--- config.mk ---
export PLATFORM = sky130hd
export DESIGN_NAME = msc_module_stop
export DESIGN_NICKNAME = d
export VERILOG_FILES = /design/src/hdl/msc_pkg.sv /design/src/hdl/msc_module_stop.sv
export SDC_FILE = /design/constraint.sdc
export NUM_CORES = 1
export LEC_CHECK = 0
export BUFFER_PORTS_ARGS = -buffer_cell sky130_fd_sc_hd__buf_2
export CORE_AREA = 5 5 75 77
export CTS_CLUSTER_DIAMETER = 200
export DETAILED_ROUTE_END_ITERATION = 10
export DIE_AREA = 0 0 80 82
export GPL_TIMING_DRIVEN = 0
export PLACE_DENSITY = 0.78
export SETUP_SLACK_MARGIN = 0.1
export SLEW_MARGIN = 20
export SYNTH_ARGS = -nofsm -noshare
export SYNTH_HDL_FRONTEND = slang
export SYNTH_SLANG_ARGS = --single-unit
--- constraint.sdc ---
create_clock -name pclk -period 1.8 [get_ports pclk]
set_input_delay 0.36 -clock pclk [delete_from_list [all_inputs] [get_ports pclk]]
set_output_delay 0.36 -clock pclk [all_outputs]
set_load 0.02 [all_outputs]
--- src/hdl/msc_pkg.sv ---
// constants, field positions and types of the peripheral module stop control block
// assumes a 32-bit apb slave port with word aligned registers
package msc_pkg;

    // register byte offsets
    localparam logic [7:0] MSC_OFS_HIGH      = 8'h00;
    localparam logic [7:0] MSC_OFS_LOW       = 8'h04;
    localparam logic [7:0] MSC_OFS_AUX_PWM   = 8'h08;
    localparam logic [7:0] MSC_OFS_AUX_CYCLE = 8'h0c;

    // reset values of the four stop registers
    localparam logic [7:0] MSC_RST_HIGH      = 8'h3f;
    localparam logic [7:0] MSC_RST_LOW       = 8'hff;
    localparam logic [7:0] MSC_RST_AUX_PWM   = 8'h00;
    localparam logic [7:0] MSC_RST_AUX_CYCLE = 8'hff;

    // field positions in module_stop_high
    localparam int MSC_HI_DTC_BIT    = 6;
    localparam int MSC_HI_FRT_BIT    = 5;
    localparam int MSC_HI_BTA_BIT    = 4;
    localparam int MSC_HI_PWM_BIT    = 3;
    localparam int MSC_HI_ADC_BIT    = 1;
    localparam int MSC_HI_BTB_BIT    = 0;
    // field positions in module_stop_low
    localparam int MSC_LO_SER0_BIT   = 7;
    localparam int MSC_LO_SER1_BIT   = 6;
    localparam int MSC_LO_TWC0_BIT   = 4;
    localparam int MSC_LO_TWC1_BIT   = 3;
    // field positions in the auxiliary registers
    localparam int MSC_AP_WIDE_BIT   = 1;
    localparam int MSC_AP_NARROW_BIT = 0;
    localparam int MSC_AC_CMT1_BIT   = 1;
    localparam int MSC_AC_CMT0_BIT   = 0;

    // apb geometry
    localparam int          MSC_ADDR_W   = 8;
    localparam int          MSC_DATA_W   = 32;
    localparam int          MSC_REG_W    = 8;
    localparam logic [23:0] MSC_RD_PAD   = 24'h000000;

    // one stop request per controlled peripheral, high = stopped
    typedef struct packed {
        logic data_transfer_controller;
        logic free_running_timer;
        logic byte_timer_a;          // byte_timer_a0 and byte_timer_a1
        logic narrow_pwm_timer;
        logic wide_pulse_timer;
        logic adc;
        logic byte_timer_b;          // byte_timer_bx and byte_timer_by
        logic serial_iface_0;
        logic serial_iface_1;
        logic two_wire_channel_0;
        logic two_wire_channel_1;
        logic cycle_meas_timer_0;
        logic cycle_meas_timer_1;
    } msc_stop_type;

    // the register file as one carrier
    typedef struct packed {
        logic [7:0] high;
        logic [7:0] low;
        logic [7:0] aux_pwm;
        logic [7:0] aux_cycle;
    } msc_regs_type;

    // a pwm timer runs only when the shared and its own bit are both clear
    function automatic logic msc_pwm_stop(input logic shared_pwm_stop_bit, input logic own_bit);
        return shared_pwm_stop_bit | own_bit;
    endfunction

endpackage

--- src/hdl/msc_module_stop.sv ---
// peripheral module stop control: four 8-bit stop registers on apb and
// one registered stop request per peripheral
// assumes apb master on pclk; peripherals keep their state while stopped
//
// Contract
// RULE_01: stop bit one stops module, zero runs
// RULE_02: high bits 6,5,4 stop dtc, frt, timers
// RULE_03: high bits 3,1,0 stop pwm, adc, timers
// RULE_04: software rewrites reserved bits with reset values
// RULE_05: low bits 7,6 stop serial interfaces
// RULE_06: low bits 4,3 stop two-wire channels
// RULE_07: aux pwm bits 1,0 stop pwm timers
// RULE_08: wide pwm runs only when both bits clear
// RULE_09: narrow pwm runs only when both clear
// RULE_10: aux cycle bits 1,0 stop cycle timers
// RULE_11: stopped modules keep their register state
// RULE_12: one stop output each, registers read/write
`timescale 1ns/100ps

module msc_module_stop
    import msc_pkg::*;
(
    input  wire logic                  pclk,
    input  wire logic                  presetn,
    input  wire logic                  psel,
    input  wire logic                  penable,
    input  wire logic                  pwrite,
    input  wire logic [MSC_ADDR_W-1:0] paddr,
    input  wire logic [MSC_DATA_W-1:0] pwdata,
    input  wire logic [3:0]            pstrb,
    output logic      [MSC_DATA_W-1:0] prdata,
    output logic                       pready,
    output logic                       pslverr,
    output msc_stop_type               stop_req
);

    msc_regs_type              regs_r;
    msc_regs_type              regs_nxt;
    msc_stop_type              stop_r;
    msc_stop_type              stop_nxt;
    logic                      pready_r;
    logic                      pslverr_r;
    logic [MSC_DATA_W-1:0]     prdata_r;

    // address decode
    wire logic sel_high   = (paddr == MSC_OFS_HIGH);
    wire logic sel_low    = (paddr == MSC_OFS_LOW);
    wire logic sel_apwm   = (paddr == MSC_OFS_AUX_PWM);
    wire logic sel_acyc   = (paddr == MSC_OFS_AUX_CYCLE);
    wire logic sel_any    = sel_high | sel_low | sel_apwm | sel_acyc;

    // setup cycle arms a one-cycle access; answer comes with no wait state
    wire logic setup_ph   = psel & ~penable & ~pready_r;
    wire logic access_end = psel & penable & pready_r;
    // only lane 0 carries register data, so only pstrb[0] gates a write
    wire logic wr_en      = access_end & pwrite & sel_any & pstrb[0];
    wire logic [MSC_REG_W-1:0] wbyte = pwdata[MSC_REG_W-1:0];

    // read mux, unmapped reads return zero
    wire logic [MSC_REG_W-1:0] rd_byte =
        sel_high ? regs_r.high     :
        sel_low  ? regs_r.low      :
        sel_apwm ? regs_r.aux_pwm  :
        sel_acyc ? regs_r.aux_cycle : '0;

    // all eight bits of each register are plain read/write, reserved ones too
    always_comb begin
        regs_nxt = regs_r;
        if (wr_en && sel_high) begin
            regs_nxt.high = wbyte;            // see RULE_12
        end
        if (wr_en && sel_low) begin
            regs_nxt.low = wbyte;
        end
        if (wr_en && sel_apwm) begin
            regs_nxt.aux_pwm = wbyte;
        end
        if (wr_en && sel_acyc) begin
            regs_nxt.aux_cycle = wbyte;
        end
    end

    // decode of a register image into stop requests; used for the live value and for the
    // reset image, so the two can never disagree
    function automatic msc_stop_type stop_of(input msc_regs_type r);
        msc_stop_type s;
        s.data_transfer_controller = r.high[MSC_HI_DTC_BIT];   // see RULE_02
        s.free_running_timer       = r.high[MSC_HI_FRT_BIT];   // see RULE_02
        s.byte_timer_a             = r.high[MSC_HI_BTA_BIT];   // see RULE_02
        s.adc                      = r.high[MSC_HI_ADC_BIT];   // see RULE_03
        s.byte_timer_b             = r.high[MSC_HI_BTB_BIT];   // see RULE_03
        s.wide_pulse_timer         = msc_pwm_stop(r.high[MSC_HI_PWM_BIT],
                                                  r.aux_pwm[MSC_AP_WIDE_BIT]);   // see RULE_03 RULE_07 RULE_08
        s.narrow_pwm_timer         = msc_pwm_stop(r.high[MSC_HI_PWM_BIT],
                                                  r.aux_pwm[MSC_AP_NARROW_BIT]); // see RULE_07 RULE_09
        s.serial_iface_0           = r.low[MSC_LO_SER0_BIT];         // see RULE_05
        s.serial_iface_1           = r.low[MSC_LO_SER1_BIT];         // see RULE_05
        s.two_wire_channel_0       = r.low[MSC_LO_TWC0_BIT];         // see RULE_06
        s.two_wire_channel_1       = r.low[MSC_LO_TWC1_BIT];         // see RULE_06
        s.cycle_meas_timer_0       = r.aux_cycle[MSC_AC_CMT0_BIT];   // see RULE_10
        s.cycle_meas_timer_1       = r.aux_cycle[MSC_AC_CMT1_BIT];   // see RULE_10
        return s;
    endfunction

    // reset images of the register file and of the stop outputs
    localparam msc_regs_type REGS_RST = '{high: MSC_RST_HIGH, low: MSC_RST_LOW,
                                          aux_pwm: MSC_RST_AUX_PWM, aux_cycle: MSC_RST_AUX_CYCLE};
    localparam msc_stop_type STOP_RST = stop_of(REGS_RST);

    // stop requests follow the next register value so they change at the same edge as the register
    assign stop_nxt = stop_of(regs_nxt);

    // register file and stop outputs; a 1 stops, a 0 lets the module run
    always_ff @(posedge pclk or negedge presetn) begin
        if (!presetn) begin
            regs_r <= REGS_RST;     // see RULE_02 RULE_06 RULE_07
            stop_r <= STOP_RST;     // see RULE_05 RULE_10
        end else begin
            regs_r <= regs_nxt;
            stop_r <= stop_nxt;                                                  // see RULE_01
        end
    end

    // apb answer: ready, data and error stand for exactly the access cycle
    always_ff @(posedge pclk or negedge presetn) begin
        if (!presetn) begin
            pready_r  <= 1'b0;
            pslverr_r <= 1'b0;
            prdata_r  <= '0;
        end else begin
            pready_r  <= setup_ph;
            pslverr_r <= setup_ph & ~sel_any;
            prdata_r  <= (setup_ph && !pwrite) ? {MSC_RD_PAD, rd_byte} : '0;
        end
    end

    // stop is a level request only: it gates the module's clock and never resets it,
    // so a stopped peripheral resumes with its registers intact
    assign stop_req = stop_r;     // see RULE_11
    assign pready   = pready_r;
    assign pslverr  = pslverr_r;
    assign prdata   = prdata_r;

endmodule // msc_module_stop

==> out/results.ini, run 1 <==
[yosys]
synth.avg_cell_area_um2=13.1
synth_seq_cells=44
synth_area_leader_cell=dfstp_2
yosysUniqueCellTypes=27
ys_seq_area_frac=0.508
yosysTopAreaCellShare=0.283
synth-edff-count=0
synthTopCellsByArea=dfstp_2 28%, dfrtp_1 22%, buf_4 12%
yosysWarnings=0
syn_area_um2=2220
async_flop_share=1.00
synthCells=170
synth_flop_cell=dfstp_2

[sta]
tns_ps=0
fmax_mhz=637
hold_viol_final=0
min_period_over_period=0.872
finClkSkew_ps=10.1
setup_viol=0
layout_min_cycle_time_ps=1570
rsz0062_at_grt=no
relSlewSlack=0.382
worstMarginPinSlew_ps=927
drv_slew=0

[power_and_ir_drop]
swShare=0.236
peakVddDrop_uv=380
p_int_w=0.00148
clkPwrFrac=0.386
p_seq_frac=0.516
powerDensity_nw_per_um2=708
p_comb_frac=0.098
p_sw_w=0.000456
leakage_nw=1.54

[place]
io_buffers=44
place_congestion=0.735
place_inst=307
dp_hpwl_um=2890

[die]
initial_core_util=0.450
die_width_um=80
io_pins=96
fp.dieH_um=82
die_area_um2=6560
core-area_um2=4940
num_rows=26

[layout]
antenna_cells_inserted=0
final_cells=315
num-nets-final=293
layout-drive-gt1-share=0.612
nFillCells=456
area_delta_synth_final_pct=22.7

[drt]
num_vias=1387
viasPerCell=4.40
drt.antenna.violating_nets=0
routedWlPerCell_um=13.1
first_pass_iters=4
drt_iter0_markers=47
wirelength_um=4140
post-route-drc-count=0

[clocking]
cts_tree=built
holdBufCountCts=0
cts_num_sinks=44
clk_pin_slew_ps=80
cts_setup_buffers=0
clk-insertion-delay-late_ps=300
root_buffer=clkbuf_8
ctsResizeCount=0
numCtsBuffers=5
clock_tree.buffer_depth=2
htree_levels=2

[global_route]
grt_max_degree=45
grt_remaining_overflow=0
grtUsageTotal=0.133
antenna_found_initial=0
grt_first_pass_wirelength_um=6660
grt_pass1_vias=1377

[flow_run]
max_cap_violations=0

[setup_path]
end_kind=flop
crit_arrival_ps=1790
setup.worst_path.class=flop to flop
cp_max_fo=8
worstSetupStartpointType=flop
critPathRequiredTime_ps=2020

[status]
status=finished clean

[hold_path]
hold_class=primary input to async pin

[synth_stat cells, types with 2 or more instances]
master   count
buf_2        2
a21oi_1      7
inv_1        4
o211a_1      7
mux2_4       8
nor2_1      10
dfrtp_1     20
dfstp_2     24
buf_4       35
mux2_2      21
mux2i_1     10
and2_1       3
and4b_1      2
nand2_1      4
[per-layer routing]
layer	wire length [um]	global-route usage	part of all wire	vias to the layer above
met2	2050	0.224	0.49	44
met4	41	0.0473	0.0099	0
met1	1790	0.170	0.43	658
li1	-	-	-	680
met5	0	0	0	-
met3	260	0.0285	0.063	5
[layout make-up]
| type | count | area (um^2) | share of cell area |
|---|---|---|---|
| Tap cell | 70 | 87.6 | 0.0321 |
| Inverter | 4 | 15.0 | 0.00550 |
| Multi-Input combinational cell | 106 | 877 | 0.321 |
| Clock buffer | 5 | 68.8 | 0.0252 |
| Clock inverter | 3 | 42.5 | 0.0156 |
| Sequential cell | 44 | 1130 | 0.414 |
| Buffer | 39 | 288 | 0.105 |
| Timing Repair Buffer | 44 | 220 | 0.0807 |
[power groups by stage]
stage               registers (W)  clock network, W  logic [W]
floorplan                 0.00102                 0   0.000120
global placement          0.00101                 0   0.000186
detailed placement        0.00101                 0   0.000188
CTS                      0.000998          0.000752   0.000189
global route             0.000998          0.000800   0.000209
finish                   0.000997          0.000746   0.000189
[final timing paths]
path / depth (start not counted) / slack (ps) / to / from
setup / recovery: 5 / 230 / regs_r[21] / pready
hold / removal: 1 / 200 / pready / presetn
setup reg to reg: 5 / 230 / regs_r[21] / pready
hold reg to reg: 1 / 510 / regs_r[15] / regs_r[15]
max in group asynchronous: 1 / 1020 / prdata[5] / presetn
min in group pclk: 2 / 340 / regs_r[16] / pwdata[0]
[critical path, stage by stage (launching register included)]
cell,delay [ps]
dfrtp_1,370
and3_1,220
and2_1,200
and4b_1,220
buf_6,180
mux2_4,310
[placed cells by master, fill, tap and decap left out, drive strengths merged, types with 2 or more instances in the layout]
cell	synthesis	final
o211a	7	7
nor2	10	10
inv	4	4
clkbuf	1	6
and2	4	4
a21oi	7	7
buf	38	82
nand2	4	4
mux2i	10	10
nor4	2	2
dfrtp	20	20
dfstp	24	24
mux2	29	29
nand4	2	2
and4b	2	2
conb	1	24
[registers in the layout, indices dropped and copies added, names as in the netlist]
signal,flops
regs_r,32
pready,1
prdata,8
stop_req,2
pslverr,1
[kinds of logic after synthesis]
logic type / count (synthesis) / synth area share
flip-flops: 44 / 0.508
buffers and inverters: 43 / 0.136
multiplexers: 40 / 0.215
AND/OR/NAND/NOR: 28 / 0.0911
AO/OA/AOI/OAI: 14 / 0.0472
other: 1 / 0.00169
[stage by stage]
stage	power, W	cell area, um^2	setup WS, ps	utilization	hold WS, ps
after global placement	0.00120	2620	-93.7	0.530	489
after floorplan	0.00114	2310	189	-	64.4
final	0.00193	2730	231	0.552	203
after detailed placement	0.00120	2620	-116	0.530	497
after CTS	0.00194	2730	190	0.552	228
after global routing	0.00201	2730	112	0.552	280
(Power assumes the default switching activity.)
==> inputs of run 2 (changes only) <==
- CORE_AREA: 5 5 75 77 -> 5 5 67 82
- DIE_AREA: 0 0 80 82 -> 0 0 72 87
- PLACE_DENSITY: 0.78 -> 0.81
- clock period: 1.8 -> 2 ns (I/O delays scaled with it)
==> out/results.ini, run 2 (synthesized netlist as in run 1, its figures left out) <==
[clocking]
clk_pin_slew_ps=80  ; about the same
cts_tree=built  ; unchanged
cts_num_sinks=44  ; unchanged
root_buffer=clkbuf_8  ; unchanged
cts_setup_buffers=0  ; unchanged
ctsResizeCount=0  ; unchanged
holdBufCountCts=0  ; unchanged
numCtsBuffers=5  ; unchanged
htree_levels=2  ; unchanged
clk-insertion-delay-late_ps=300  ; about the same
clock_tree.buffer_depth=2  ; unchanged

[sta]
fmax_mhz=603
hold_viol_final=0  ; unchanged
finClkSkew_ps=5.90  ; was 10.1 ps
rsz0062_at_grt=no  ; unchanged
layout_min_cycle_time_ps=1660
relSlewSlack=0.389  ; was 0.382
drv_slew=0  ; unchanged
min_period_over_period=0.829
setup_viol=0  ; unchanged
tns_ps=0  ; unchanged
worstMarginPinSlew_ps=916  ; was 927 ps

[drt]
drt_iter0_markers=67  ; was 47
wl_met3_um=304  ; was 260 um
wirelength_um=4280  ; was 4140 um
wl_met1_um=1590  ; was 1790 um
routedWlPerCell_um=14.0  ; was 13.1 um
top_layer_used=met4  ; unchanged
post-route-drc-count=0  ; unchanged
viasPerCell=4.57  ; was 4.40
met2WireLength_um=2300  ; was 2050 um
num_vias=1395  ; was 1387
first_pass_iters=4  ; unchanged
drt.antenna.violating_nets=0  ; unchanged

[layout]
layout_common_cells=46 x buf_2, 35 x buf_4, 24 x conb_1, 24 x dfstp_2, 21 x mux2_2  ; unchanged
layout-drive-gt1-share=0.612  ; unchanged
nFillCells=420  ; was 456
mostFrequentLayoutCell=buf_2  ; unchanged
largest_register_ffs=32  ; unchanged
regMostFlops=regs_r  ; unchanged
area_delta_synth_final_pct=22.6  ; was 22.7%
final_area_um2=2730  ; about the same
antenna_cells_inserted=0  ; unchanged
num-nets-final=293  ; unchanged

[die]
num_rows=28  ; was 26
die_width_um=72  ; was 80 um
initial_core_util=0.474  ; was 0.450
fp.dieH_um=87  ; was 82 um
io_pins=96  ; unchanged
core-area_um2=4690  ; was 4940 um^2
die_area_um2=6260  ; was 6560 um^2

[power_and_ir_drop]
leakage_nw=1.54  ; about the same
powerDensity_nw_per_um2=652  ; was 708 nW/um^2
peakVddDrop_uv=419  ; was 380 uV
total_power_w=0.00178  ; was 0.00193 W

[setup_path]
crit_arrival_ps=1880  ; was 1790 ps
critPathRequiredTime_ps=2220  ; was 2020 ps
worstSetupStartpointType=primary input  ; was flop
setup.worst_path.class=primary input to flop  ; was flop to flop
cp_max_fo=8  ; unchanged
end_kind=flop  ; unchanged

[place]
dp_hpwl_um=3200  ; was 2890 um
io_buffers=44  ; unchanged
place_congestion=0.763  ; was 0.735
placed_area_um2=2610  ; was 2620 um^2

[global_route]
grt_max_degree=45  ; unchanged
grtUsageTotal=0.152  ; was 0.133
grt_pass1_vias=1434  ; was 1377
grt_first_pass_wirelength_um=7120  ; was 6660 um
grt_remaining_overflow=0  ; unchanged
antenna_found_initial=0  ; unchanged

[status]
status=finished clean  ; unchanged

[flow_run]
max_cap_violations=0  ; unchanged

[hold_path]
hold_class=primary input to async pin  ; unchanged

==> run 2: final cells by class <==
| class | instances | area [um^2] | share of cell area |
|---|---|---|---|
| sequential | 44 | 1130 | 0.415 |
| multi-input combinational | 106 | 877 | 0.322 |
| buffer | 39 | 288 | 0.106 |
| timing repair buffer | 44 | 220 | 0.0807 |
| clock buffer | 6 | 82.6 | 0.0303 |
| tap | 60 | 75.1 | 0.0275 |
| clock inverter | 2 | 38.8 | 0.0142 |
| inverter | 4 | 15.0 | 0.00550 |
==> run 2: per-stage QoR <==
| stage | hold WS (ps) | cells | util | setup WS [ps] |
|---|---|---|---|---|
| global placement | 486 | 297 | 0.555 | 78.1 |
| finish | 235 | 305 | 0.581 | 341 |
| global route | 318 | 305 | 0.581 | 251 |
| floorplan | 104 | 193 | - | 349 |
| CTS | 265 | 305 | 0.581 | 332 |
| detailed placement | 494 | 297 | 0.555 | 8.41 |
==> run 2: metal layers <==
| metal | global-route usage | vias to the layer above |
|---|---|---|
| met2 | 0.262 | 46 |
| met4 | 0.0650 | 0 |
| li1 | - | 675 |
| met5 | 0 | - |
| met3 | 0.0485 | 7 |
| met1 | 0.171 | 667 |
==> run 2: critical path: stages <==
cell and delay [ps]:
buf_2 120, nor4_1 440, nand4_2 430, mux2i_1 370, nand2_1 110
==> run 2: worst paths after layout <==
| path | startpoint | endpoint | slack [ps] | cells after the start |
|---|---|---|---|---|
| setup / recovery | paddr[2] | stop_req[9] | 340 | 5 |
| hold / removal | presetn | prdata[4] | 230 | 1 |
| setup reg to reg | pready | regs_r[21] | 420 | 5 |
| hold reg to reg | regs_r[14] | regs_r[14] | 510 | 1 |
| max in group asynchronous | presetn | prdata[5] | 1200 | 1 |
| min in group pclk | pwdata[7] | regs_r[23] | 380 | 2 |
==> run 2: power breakdown <==
part	switching, W	internal (W)
sequential	0.00000169	0.000896
combinational	0.000106	0.0000639
clock	0.000304	0.000408
==> inputs of run 3 (changes only) <==
- ABC_AREA: not set -> 1
- CORE_AREA: 5 5 67 82 -> 5 5 71 86
- DIE_AREA: 0 0 72 87 -> 0 0 76 91
- PLACE_DENSITY: 0.81 -> 0.77
- clock period: 2 -> 1.6 ns (I/O delays scaled with it)
==> out/results.ini, run 3 <==
[sta]
fmax_mhz=703
drv_slew=0  ; unchanged
hold_viol_final=0  ; unchanged
min_period_over_period=0.890
layout_min_cycle_time_ps=1420
relSlewSlack=0.385  ; was 0.389
finClkSkew_ps=5.72  ; was 5.90 ps
rsz0062_at_grt=no  ; unchanged
setup_ws_ps=177  ; was 341 ps
setup_viol=0  ; unchanged
worstMarginPinSlew_ps=923  ; was 916 ps

[yosys]
ys_seq_area_frac=0.476  ; was 0.508
synth.avg_cell_area_um2=9.32  ; was 13.1 um^2
syn_area_um2=2380  ; was 2220 um^2
synthTopCellsByArea=dfstp_2 27%, dfrtp_1 21%, buf_4 11%  ; was dfstp_2 28%, dfrtp_1 22%, buf_4 12%
yosysUniqueCellTypes=25  ; was 27
synth_area_leader_cell=dfstp_2  ; unchanged
yosysTopAreaCellShare=0.265  ; was 0.283
synth.most_common_cell=nand2_1  ; was buf_4
yosysWarnings=0  ; unchanged
synth_seq_cells=44  ; unchanged
synthCells=255  ; was 170
synth-edff-count=0  ; unchanged
yosys-top-cells-count=59 x nand2_1, 35 x buf_4, 24 x dfstp_2, 21 x o21ai_2  ; was 35 x buf_4, 24 x dfstp_2, 21 x mux2_2, 20 x dfrtp_1
async_flop_share=1.00  ; unchanged
synth_flop_cell=dfstp_2  ; unchanged

[die]
die_area_um2=6920  ; was 6260 um^2
core-area_um2=5190  ; was 4690 um^2
io_pins=96  ; unchanged
num_rows=29  ; was 28
initial_core_util=0.458  ; was 0.474
fp.dieH_um=91  ; was 87 um
die_width_um=76  ; was 72 um

[drt]
drt_iter0_markers=65  ; was 67
viasPerCell=4.56  ; was 4.57
post-route-drc-count=0  ; unchanged
num_vias=1810  ; was 1395
first_pass_iters=4  ; unchanged
drt.antenna.violating_nets=0  ; unchanged
wirelength_um=4920  ; was 4280 um
routedWlPerCell_um=12.4  ; was 14.0 um

[layout]
final_area_um2=2920  ; was 2730 um^2
antenna_cells_inserted=0  ; unchanged
largest_register_ffs=32  ; unchanged
mostFrequentLayoutCell=nand2_1  ; was buf_2
utilization=0.563  ; was 0.581
layout-drive-gt1-share=0.501  ; was 0.612
num-nets-final=383  ; was 293
nFillCells=491  ; was 420
regMostFlops=regs_r  ; unchanged
area_delta_synth_final_pct=23.0  ; was 22.6%
layout_common_cells=59 x nand2_1, 45 x buf_2, 41 x buf_4  ; was 46 x buf_2, 35 x buf_4, 24 x conb_1, 24 x dfstp_2, 21 x mux2_2

[global_route]
grt_pass1_vias=1818  ; was 1434
antenna_found_initial=0  ; unchanged
grt_remaining_overflow=0  ; unchanged
grt_first_pass_wirelength_um=8380  ; was 7120 um
grtUsageTotal=0.149  ; was 0.152
grt_max_degree=45  ; unchanged

[flow_run]
max_cap_violations=0  ; unchanged

[hold_path]
hold_class=primary input to async pin  ; unchanged

[setup_path]
cp_max_fo=10  ; was 8
crit_arrival_ps=1610  ; was 1880 ps
r2r_cells=7  ; was 5
cp_slowest_stage_delay_ps=310  ; was 440 ps
setup.worst_path.class=primary input to flop  ; unchanged
worstSetupStartpointType=primary input  ; unchanged
crit_family=simple AND/OR/NAND/NOR gates  ; unchanged
cp_slowest_cell=nor2_4  ; was nor4_1
end_kind=flop  ; unchanged
rrSetupSlack_ps=220  ; was 420 ps
path_cells=buf_2 -> nor2_2 -> nand2_2 -> nor2_4 -> nor2_4 -> nand2_8 -> nand3_4 -> buf_6 -> nand2_2 -> o21ai_2  ; was buf_2 -> nor4_1 -> nand4_2 -> mux2i_1 -> nand2_1
path_buf_inv=2  ; was 1
r2r-start=pready  ; unchanged
critPathRequiredTime_ps=1780  ; was 2220 ps
rr_endpoint=regs_r[30]  ; was regs_r[21]

[place]
pre_cts_slack_ps=-278  ; was 8.41 ps
placed_area_um2=2760  ; was 2610 um^2
dp_hpwl_um=3550  ; was 3200 um
io_buffers=44  ; unchanged
place_congestion=0.829  ; was 0.763

[clocking]
clk-insertion-delay-late_ps=290  ; was 300 ps
cts_num_sinks=44  ; unchanged
htree_levels=2  ; unchanged
holdBufCountCts=0  ; unchanged
numCtsBuffers=5  ; unchanged
cts_tree=built  ; unchanged
clk_pin_slew_ps=80  ; about the same
clock_tree.buffer_depth=2  ; unchanged
root_buffer=clkbuf_8  ; unchanged

[power_and_ir_drop]
peakVddDrop_uv=556  ; was 419 uV
leakage_nw=1.46  ; was 1.54 nW
powerDensity_nw_per_um2=739  ; was 652 nW/um^2

[status]
status=finished clean  ; unchanged

[run 3: cell types whose count changed after synthesis, moves of 8 or more]
cell     change
nand2_1     +55
mux2_2      -21
o21ai_2     +21
inv_1       +16
o21ai_1     +13
mux2i_1     -10
mux2_4       -8
o21ai_0      +8
[run 3: cell type report]
| cell class | instances | area [um^2] | area share |
|---|---|---|---|
| Clock inverter | 3 | 42.5 | 0.0146 |
| Sequential cell | 44 | 1130 | 0.387 |
| Timing Repair Buffer | 49 | 258 | 0.0882 |
| Multi-Input combinational cell | 171 | 948 | 0.324 |
| Clock buffer | 5 | 68.8 | 0.0235 |
| Buffer | 41 | 314 | 0.107 |
| Inverter | 22 | 82.6 | 0.0283 |
| Tap cell | 62 | 77.6 | 0.0265 |
[run 3: cells by family (layout without fill, tap and decap cells)]
family / after synthesis / count (layout) / synth area share
AND/OR/NAND/NOR: 90 / 90 / 0.201
buffers and inverters: 63 / 120 / 0.166
AO/OA/AOI/OAI: 57 / 57 / 0.155
flip-flops: 44 / 44 / 0.476
other: 1 / 24 / 0.00158
[run 3: metal layers]
layer	vias to the layer above	routed length, um	GRT usage
met5	-	0	0
met3	9	324	0.0396
li1	915	-	-
met2	59	2540	0.264
met4	0	115	0.0801
met1	827	1940	0.158
[run 3: how the worst max path moves through the flow]
stage | startpoint | end | slack [ps] | depth (start not counted)
after floorplan | paddr[5] | regs_r[30] | 170 | 8
after global placement | paddr[5] | regs_r[22] | -200 | 8
after detailed placement | paddr[5] | regs_r[22] | -280 | 7
after CTS | pready | prdata[6] | 110 | 5
after global routing | paddr[5] | regs_r[30] | 120 | 10
final | paddr[5] | regs_r[30] | 180 | 10
[run 3: per-stage QoR]
stage | hold WS (ps) | std cells | total power (W) | setup TNS, ps
after floorplan | 24.4 | 278 | 0.00128 | 0
after global placement | 448 | 384 | 0.00134 | -3420
after detailed placement | 461 | 384 | 0.00134 | -5250
after CTS | 183 | 395 | 0.00218 | 0
after global routing | 195 | 397 | 0.00226 | 0
final | 151 | 397 | 0.00216 | 0
[run 3: report_power, final]
group	switching, W	internal (W)	leakage (nW)	total [W]
combinational	0.000133	0.0000727	0.891	0.000206
sequential	0.00000187	0.00112	0.515	0.00112
clock	0.000372	0.000462	0.0541	0.000834
total	0.000507	0.00165	1.46	0.00216
[run 3: timing repair]
action	CTS	global route
endpoints found under the setup margin	16	22
hold endpoints to repair	0	0
resized for setup	2	3
pin swaps	1	1
buffers inserted	3	2
[run 3: worst register-to-register path, delay by kind of cell (launching register included)]
family | cells | cell delay, ps
compound gates | 1 | 40
buf+inv | 2 | 360
flops | 1 | 390
simple gates | 4 | 490
